[src/core/supervisor_defines.svh]
`ifndef SUPERVISOR_DEFINES_SVH
`define SUPERVISOR_DEFINES_SVH

// Clock
`define CLK_PERIOD_NS       20
// Hold delay options, typical in microseconds
`define HOLD_FAST_US        1400
`define HOLD_SHORT_US       30000
`define HOLD_STD_US         200000
`define HOLD_LONG_US        1600000
`define HOLD_CYC(us)        (((us) * 1000) / `CLK_PERIOD_NS)
// Manual reset glitch filter, ns
`define GLITCH_NS           100
`define GLITCH_CYC          ((`GLITCH_NS + `CLK_PERIOD_NS - 1) / `CLK_PERIOD_NS)
// Manual reset qualification, ns (default)
`define QUALIFY_NS          1000
`define QUALIFY_CYC         ((`QUALIFY_NS + `CLK_PERIOD_NS - 1) / `CLK_PERIOD_NS)
// Supply dip rejection (default), ns
`define DIP_REJECT_NS       200
`define DIP_REJECT_CYC      ((`DIP_REJECT_NS + `CLK_PERIOD_NS - 1) / `CLK_PERIOD_NS)
// Hold option codes
`define HOLD_SEL_FAST       2'h0
`define HOLD_SEL_SHORT      2'h1
`define HOLD_SEL_STD        2'h2
`define HOLD_SEL_LONG       2'h3
`define CNT_W               27

`endif

[src/core/supervisor_pkg.sv]
`default_nettype none
package supervisor_pkg;

    typedef enum logic [1:0] {
        ST_HOLD    = 2'h0,
        ST_DELAY   = 2'h1,
        ST_RUN     = 2'h2
    } seq_state_e;

    typedef struct packed {
        logic rst_n;
        logic rst;
        logic pullup_en;
    } rst_out_s;

endpackage : supervisor_pkg
`default_nettype wire

[src/core/supervisor_reset_delay_manual.sv]
`timescale 1ns/100ps
`default_nettype none
`include "supervisor_defines.svh"

// How it works
// - The internal pull-up on the open-drain reset is switched off while that output drives low.
// - The hold counter runs only while no brown-out is flagged, so it keeps counting through a supply dip shorter than the rejection time.
// - When the hold counter expires both reset outputs go inactive together.
// - The hold period is one of four build-time options of 1.4 ms, 30 ms, 200 ms or 1.6 s.
// - The standard option, selected by default, is 200 ms.
// - With the standard option reset stays active at least 140 ms after the supply recovers.
// - With the standard option reset is released no later than 280 ms after the supply recovers.
// - Reset is forced once manual reset has been low continuously for the qualification delay.
// - After an accepted manual reset the outputs stay active for the full hold period.
// - Low glitches on manual reset shorter than 100 ns are ignored.
// - The manual reset input has an internal pull-up so an open pin reads inactive.
// - Supply dips shorter than the rejection time cause no reset; longer ones count as brown-out.
// - Reset is asserted on manual reset, watchdog time-out, low supply and during power-up.
// - A supply drop below trip that lasts the rejection time forces reset whatever the counter holds.
module supervisor_reset_delay_manual
    import supervisor_pkg::*;
#(
    parameter logic [1:0]  HOLD_SEL    = `HOLD_SEL_STD,
    parameter int unsigned HOLD_CYCLES = (HOLD_SEL == `HOLD_SEL_FAST)  ? `HOLD_CYC(`HOLD_FAST_US)  :
                                         (HOLD_SEL == `HOLD_SEL_SHORT) ? `HOLD_CYC(`HOLD_SHORT_US) :
                                         (HOLD_SEL == `HOLD_SEL_LONG)  ? `HOLD_CYC(`HOLD_LONG_US)  :
                                                                         `HOLD_CYC(`HOLD_STD_US),
    parameter int unsigned QUAL_CYCLES = `QUALIFY_CYC,
    parameter int unsigned DIP_CYCLES  = `DIP_REJECT_CYC
) (
    input  wire logic clk_sys_i,                 // 50 MHz time base
    input  wire logic arst_n_i,                  // Async reset, power-up
    input  wire logic supply_ok_i,               // Comparator: 1 above trip+margin, 0 below trip
    input  wire logic manual_reset_request_n_i,  // Manual reset pin level
    input  wire logic watchdog_timeout_i,        // Watchdog expiry, same clock
    output logic      rst_n_o,                   // Active-low reset, open-drain drive value
    output logic      rst_n_oe_n_o,              // Low while driving rst_n low
    output logic      rst_n_pullup_en_o,         // Internal pull-up on rst_n
    output logic      rst_o,                     // Active-high complementary reset
    output logic      mr_pullup_en_o             // Internal pull-up on manual reset pin
);

    // ****************************************
    // Input synchronisers
    // ****************************************
    logic [1:0] sup_sync_ff, nxt_sup_sync;
    logic [1:0] mr_sync_ff,  nxt_mr_sync;

    always_comb begin
        nxt_sup_sync = {sup_sync_ff[0], supply_ok_i};
        nxt_mr_sync  = {mr_sync_ff[0], manual_reset_request_n_i};
    end

    always_ff @(posedge clk_sys_i or negedge arst_n_i) begin
        if (!arst_n_i) begin
            sup_sync_ff <= 2'h0;
            mr_sync_ff  <= 2'h3;
        end else begin
            sup_sync_ff <= nxt_sup_sync;
            mr_sync_ff  <= nxt_mr_sync;
        end
    end

    // ****************************************
    // Supply dip rejection and manual filter
    // ****************************************
    // Dip counter must saturate so a short dip never trips, a long one always does
    logic [15:0] dip_cnt_ff, nxt_dip_cnt;
    logic        brown_ff,   nxt_brown;
    logic [15:0] mr_cnt_ff,  nxt_mr_cnt;
    logic        mr_act_ff,  nxt_mr_act;

    always_comb begin
        nxt_dip_cnt = 16'h0000;
        nxt_brown   = brown_ff;
        if (sup_sync_ff[1]) begin
            nxt_brown = 1'b0;
        end else begin
            if (dip_cnt_ff < 16'(DIP_CYCLES)) begin
                nxt_dip_cnt = dip_cnt_ff + 16'h0001;
            end else begin
                nxt_dip_cnt = dip_cnt_ff;
            end
            if (dip_cnt_ff + 16'h0001 >= 16'(DIP_CYCLES)) begin
                nxt_brown = 1'b1;
            end
        end
        nxt_mr_cnt = 16'h0000;
        nxt_mr_act = 1'b0;
        if (!mr_sync_ff[1]) begin
            // Qualification covers the glitch window, whichever is longer
            if (mr_cnt_ff < 16'(QUAL_CYCLES > `GLITCH_CYC ? QUAL_CYCLES : `GLITCH_CYC)) begin
                nxt_mr_cnt = mr_cnt_ff + 16'h0001;
            end else begin
                nxt_mr_cnt = mr_cnt_ff;
                nxt_mr_act = 1'b1;
            end
        end
    end

    always_ff @(posedge clk_sys_i or negedge arst_n_i) begin
        if (!arst_n_i) begin
            dip_cnt_ff <= 16'h0000;
            brown_ff   <= 1'b1;
            mr_cnt_ff  <= 16'h0000;
            mr_act_ff  <= 1'b0;
        end else begin
            dip_cnt_ff <= nxt_dip_cnt;
            brown_ff   <= nxt_brown;
            mr_cnt_ff  <= nxt_mr_cnt;
            mr_act_ff  <= nxt_mr_act;
        end
    end

    // ****************************************
    // Hold delay sequencer
    // ****************************************
    logic                cause;
    seq_state_e          state_ff, nxt_state;
    logic [`CNT_W-1:0]   hold_cnt_ff, nxt_hold_cnt;
    rst_out_s            out_ff, nxt_out;
    logic                mr_pu_ff, nxt_mr_pu;

    assign cause = brown_ff | mr_act_ff | watchdog_timeout_i;

    always_comb begin
        nxt_state    = state_ff;
        nxt_hold_cnt = hold_cnt_ff;
        if (cause) begin
            nxt_state    = ST_HOLD;
            nxt_hold_cnt = '0;
        end else begin
            unique case (state_ff)
                ST_HOLD: begin
                    nxt_state    = ST_DELAY;
                    nxt_hold_cnt = '0;
                end
                ST_DELAY: begin
                    if (hold_cnt_ff >= `CNT_W'(HOLD_CYCLES - 1)) begin
                        nxt_state = ST_RUN;
                    end else begin
                        nxt_hold_cnt = hold_cnt_ff + `CNT_W'(1);
                    end
                end
                ST_RUN: begin
                    nxt_state = ST_RUN;
                end
                default: begin
                    nxt_state = ST_HOLD;
                end
            endcase
        end
        nxt_out.rst_n     = (nxt_state == ST_RUN);
        nxt_out.rst       = (nxt_state != ST_RUN);
        nxt_out.pullup_en = (nxt_state == ST_RUN);
        nxt_mr_pu         = 1'b1;
    end

    always_ff @(posedge clk_sys_i or negedge arst_n_i) begin
        if (!arst_n_i) begin
            state_ff    <= ST_HOLD;
            hold_cnt_ff <= '0;
            out_ff      <= '{rst_n: 1'b0, rst: 1'b1, pullup_en: 1'b0};
            mr_pu_ff    <= 1'b1;
        end else begin
            state_ff    <= nxt_state;
            hold_cnt_ff <= nxt_hold_cnt;
            out_ff      <= nxt_out;
            mr_pu_ff    <= nxt_mr_pu;
        end
    end

    assign rst_n_o           = out_ff.rst_n;
    assign rst_n_oe_n_o      = out_ff.rst_n;
    assign rst_n_pullup_en_o = out_ff.pullup_en;
    assign rst_o             = out_ff.rst;
    assign mr_pullup_en_o    = mr_pu_ff;

    // ****************************************
    // Checks
    // ****************************************
    a_pullup_off_low: assert property (@(posedge clk_sys_i) disable iff (!arst_n_i)
        !rst_n_o |-> !rst_n_pullup_en_o && !rst_n_oe_n_o) else $error("pull-up on while driving low");
    a_outputs_compl: assert property (@(posedge clk_sys_i) disable iff (!arst_n_i)
        rst_o == !rst_n_o) else $error("reset outputs not complementary");
    a_no_count_cause: assert property (@(posedge clk_sys_i) disable iff (!arst_n_i)
        cause |=> hold_cnt_ff == '0 && state_ff == ST_HOLD) else $error("counter ran under a cause");
    a_brown_forces: assert property (@(posedge clk_sys_i) disable iff (!arst_n_i)
        $rose(brown_ff) |-> ##2 !rst_n_o) else $error("brown-out did not force reset");
    a_mr_forces: assert property (@(posedge clk_sys_i) disable iff (!arst_n_i)
        $rose(mr_act_ff) |-> ##2 rst_o) else $error("manual reset did not force reset");
    a_glitch_reject: assert property (@(posedge clk_sys_i) disable iff (!arst_n_i)
        $rose(mr_act_ff) |-> !$past(mr_sync_ff[1], 5) && !$past(mr_sync_ff[1], 1)) else $error("short glitch accepted");
    a_release_time: assert property (@(posedge clk_sys_i) disable iff (!arst_n_i)
        $rose(rst_n_o) |-> $past(state_ff, 1) == ST_DELAY && $past(hold_cnt_ff, 1) == `CNT_W'(HOLD_CYCLES - 1))
        else $error("release not at hold expiry");
    a_supply_gate: assert property (@(posedge clk_sys_i) disable iff (!arst_n_i)
        (state_ff == ST_DELAY && hold_cnt_ff != '0) |-> !$past(brown_ff)) else $error("counted while supply low");
    a_mr_pullup: assert property (@(posedge clk_sys_i) disable iff (!arst_n_i)
        mr_pullup_en_o) else $error("manual pull-up off");

endmodule : supervisor_reset_delay_manual

`default_nettype wire

[config.mk]
export PLATFORM = sky130hd
export DESIGN_NAME = supervisor_reset_delay_manual
export DESIGN_NICKNAME = d
export VERILOG_FILES = /design/src/core/supervisor_pkg.sv /design/src/core/supervisor_reset_delay_manual.sv
export VERILOG_INCLUDE_DIRS = /design/src /design/src/core
export SDC_FILE = /design/constraint.sdc
export NUM_CORES = 1
export LEC_CHECK = 0
export BUFFER_PORTS_ARGS = -buffer_cell sky130_fd_sc_hd__buf_2
export CAP_MARGIN = 10
export CORE_AREA = 2 2 98 100
export CTS_CLUSTER_DIAMETER = 150
export CTS_CLUSTER_SIZE = 25
export DETAILED_ROUTE_END_ITERATION = 10
export DIE_AREA = 0 0 100 102
export GPL_TIMING_DRIVEN = 0
export MAX_ROUTING_LAYER = met4
export PLACE_DENSITY = 0.51
export REMOVE_ABC_BUFFERS = 1
export SLEW_MARGIN = 5
export SYNTH_ARGS = -nofsm -noshare
export SYNTH_HDL_FRONTEND = slang
export SYNTH_SLANG_ARGS = --single-unit
export TNS_END_PERCENT = 10
[constraint.sdc]
create_clock -name clk_sys_i -period 4.35 [get_ports clk_sys_i]
set_input_delay 0 -clock clk_sys_i [delete_from_list [all_inputs] [get_ports clk_sys_i]]
set_output_delay 0 -clock clk_sys_i [all_outputs]
set_load 0.05 [all_outputs]
==> key figures <==
STA
  – Final hold violations: 0
  – Endpoints failing setup: 0
  – Worst slew margin: 23.5%
  – Setup_tns: 0 ns
  – RSZ-0062 raised after global routing: false
  – Tmin final: 2.61 ns
  – Fmax: 0.384 GHz
  – Slew at the pin with the worst max-slew slack: 1.15 ns
  – Worst clock skew: 0.0104 ns
  – Fin crit share: about three fifths
  – Max Slew Vio Count: 0

Global route
  – Initial antenna violation count: 0
  – Largest net degree at the start of global routing: 39
  – Grt ovf: 0
  – GRT Total Usage: between 10% and 20%
  – Vias in the first global route: 2519
  – First-pass GRT wire length: 12.6 mm

Synth
  – Ys flop type: dfrtp_1
  – Synth Area per Inst: approximately 9.7 µm²
  – Synth Register Bits: 69
  – Number of enable flip-flop cells after synthesis: 0
  – Asr flop ratio synth: 100%
  – Post-synth cell types: 56
  – Most numerous cell in the Yosys netlist: dfrtp_1
  – Synth top cells by count: dfrtp_1, nand2_1, nor2_1
  – Cell area after synthesis: 0.00350 mm²
  – Main area contributors after synthesis: dfrtp_1, nand2_1, nor2b_1
  – Cells after Synth: roughly 360
  – Yosys top cell area share: 46.4%
  – Sequential fraction of the synthesis area: between 40% and 50%
  – Yosys top cell by area: dfrtp_1
  – Synth warn: 0

Floorplanning
  – Core Box Area: 0.00911 mm²
  – Die Y-Extent: around 100 µm
  – Die ar.: 0.0102 mm²
  – I/O Pins: 10
  – Initial core utilization: 38.5%
  – Rows: 35
  – Die W: about 100 µm

Setup path
  – Worst EP required: 4.59 ns
  – Arr. time, crit path: between 2 and 3 ns
  – Top Family by Delay on Critical Path: compound AO/OA/AOI/OAI gates
  – CP max stage delay: about 0.9 ns
  – WS Path Type: flop to flop
  – CP dominant cell by count: nor4_1
  – Worst setup SP type: flop
  – Worst path cell trace: nand3b_1 -> nor4_1 -> a31oi_4 -> o21ai_2 -> nor4_1 -> a211o_2
  – CP Max Fanout: 27
  – Slowest stage cell, crit path: o21ai_2
  – Nature of the critical path endpoint: flop
  – CP Buf/Inv Count: 0

Power
  – LEAKAGE: 1.76 nW
  – PwrDens: 342 mW/mm²
  – Clock network power share: 45.5%
  – Net Sw Frac: between 20% and 30%
  – Overall power: between 1 and 1.5 mW
  – Sequential Power Share: 50.4%
  – Combinational Power Share: under 10%
  – Switching power: between 300 and 400 µW
  – Peak VDD IR: 0.000184 V
  – P_int: 1.00 mW

Layout
  – Post-route cell area: 0.00386 mm²
  – Area Growth Syn to Fin: 10.3%
  – Antenna Cells: 0
  – Share of post-route cells with drive strength above 1: 10.6%
  – Non-Filler Instances: 480
  – Fin nets: 373
  – Fill cells: between 900 and 1000

Place
  – Placed cells: 461
  – RePlAce Congestion: about 0.79
  – Post-Place Cell Area: 0.00360 mm²
  – IO Port Bufs: 8
  – HPWL Detailed: 4.69 mm

Detailed routing
  – Vias per cell: 5.52
  – Routed wire length: between 7 and 8 mm
  – Remaining antenna violation count: 0
  – Drt pass-1 iters: 4
  – Vias post-DR: 2650
  – Drt wl/cell: 15.1 µm
  – Detailed-route DRC error count: 0
  – First DRT Iteration DRCs: 89

Hold path
  – Worst hold path class: input port to flop

Clock network
  – Post-cts sizing count: 0
  – Worst-Skew Late Latency: 0.35 ns
  – Max Root-Sink Buffers: 2
  – CTS Root Buffer Type: clkbuf_8
  – CTS tree: built
  – H-tree depth: 3
  – # clock sinks: 69
  – CTS clock-pin slew for the worst setup and hold paths: 0.08 ns
  – Inserted Clock Buffers: 9

Job
  – Maxcap violations: 0

Status
  – Outcome: finished clean
-- per-stage QoR --
step	setup slack [ns]	util (%)	hold WS, ns
floorplan	2.12	-	-0.296
global placement	1.79	39.3	0.106
detailed placement	1.80	39.6	-0.0258
CTS	1.75	42.4	0.0355
global route	1.49	42.4	0.0526
finish	1.74	42.4	0.0566
-- state kept, by name (all words and copies together), names as in the netlist --
register and cells:
hold_cnt_ff 27, dip_cnt_ff 16, mr_cnt_ff 16, mr_sync_ff 2
state_ff 2, sup_sync_ff 2, brown_ff 1, mr_act_ff 1
rst_n_pullup_en_o 1, rst_o 1
-- path summary, 6_finish.rpt --
check / start / end / slack (ns) / depth (start not counted)
worst max-delay path: hold_cnt_ff[11] / hold_cnt_ff[12] / 1.74 / 6
max in group asynchronous: arst_n_i / mr_sync_ff[0] / 3.61 / 3
worst min register to register: sup_sync_ff[0] / sup_sync_ff[1] / 0.35 / 0
worst max register to register: hold_cnt_ff[11] / hold_cnt_ff[12] / 1.74 / 6
worst min-delay path: watchdog_timeout_i / hold_cnt_ff[0] / 0.06 / 3
min in group asynchronous: arst_n_i / hold_cnt_ff[15] / 0.13 / 2
-- cell type report --
cell class | instances | area, µm² | share of cell area, %
flip-flops and latches | 69 | 1730 | 44.8
multi-input cells | 267 | 1650 | 42.8
well taps | 111 | 139 | 3.59
clock buffers | 9 | 124 | 3.21
clock inverters | 7 | 105 | 2.72
repair buffers | 12 | 92.6 | 2.40
inverters | 5 | 18.8 | 0.486
-- per-layer routing --
metal / track usage [%] / wire length, µm / up-vias
met5: - / 0 / -
met4: 4.85 / 99 / 0
met3: 3.56 / 203 / 11
met2: 25.1 / 3420 / 39
met1: 21.0 / 3520 / 1284
li1: - / - / 1316
-- cell families after synthesis --
kind of cell,after synthesis,share of synthesized area (%)
mux,5,1.50
fa+ha+maj,4,1.43
flops,69,49.4
compound gates,69,14.5
xor+xnor,13,3.25
other cells,1,0.107
buf+inv,26,3.39
simple gates,175,26.4
-- what timing repair did --
action                    CTS  global route
setup buffers               0             0
hold endpoints to repair   69             0
hold buffers                3             0
-- worst register-to-register path: stages, from the launching register on --
cell	delay [ns]
dfrtp_1	0.45
nand3b_1	0.18
nor4_1	0.38
a31oi_4	0.16
o21ai_2	0.90
nor4_1	0.13
a211o_2	0.30
-- cells in the final DEF, fill, tap and decap left out, drive strengths merged, types with 3 or more instances in the layout --
cell	Yosys	final
nand2	38	38
nor3	15	15
mux2i	3	3
nor2	27	27
buf	8	9
a22oi	3	3
or4	4	4
ha	4	4
o21ai	11	11
inv	5	8
xnor2	4	4
and2	13	13
dfstp	4	4
clkbuf	13	9
a21oi	9	9
a211oi	3	3
xor2	9	9
and3	10	10
a31oi	9	9
nor4	9	9
or3	3	3
o211ai	5	5
a41oi	6	6
nand4	9	9
a211o	6	6
dlygate4sd3	0	3
nand3	19	19
dfrtp	65	65
nor2b	19	19
o211a	3	3
-- power groups by stage --
stage	combinational (mW)	clock [mW]	sequential [mW]
6_report	0.0553	0.601	0.666
2_1_floorplan	0.0296	0	0.675
3_5_place_dp	0.0554	0	0.679
5_1_grt	0.0646	0.651	0.669
3_3_place_gp	0.0519	0	0.679
4_1_cts	0.0573	0.629	0.666
Power figures use the tool's default switching activity.
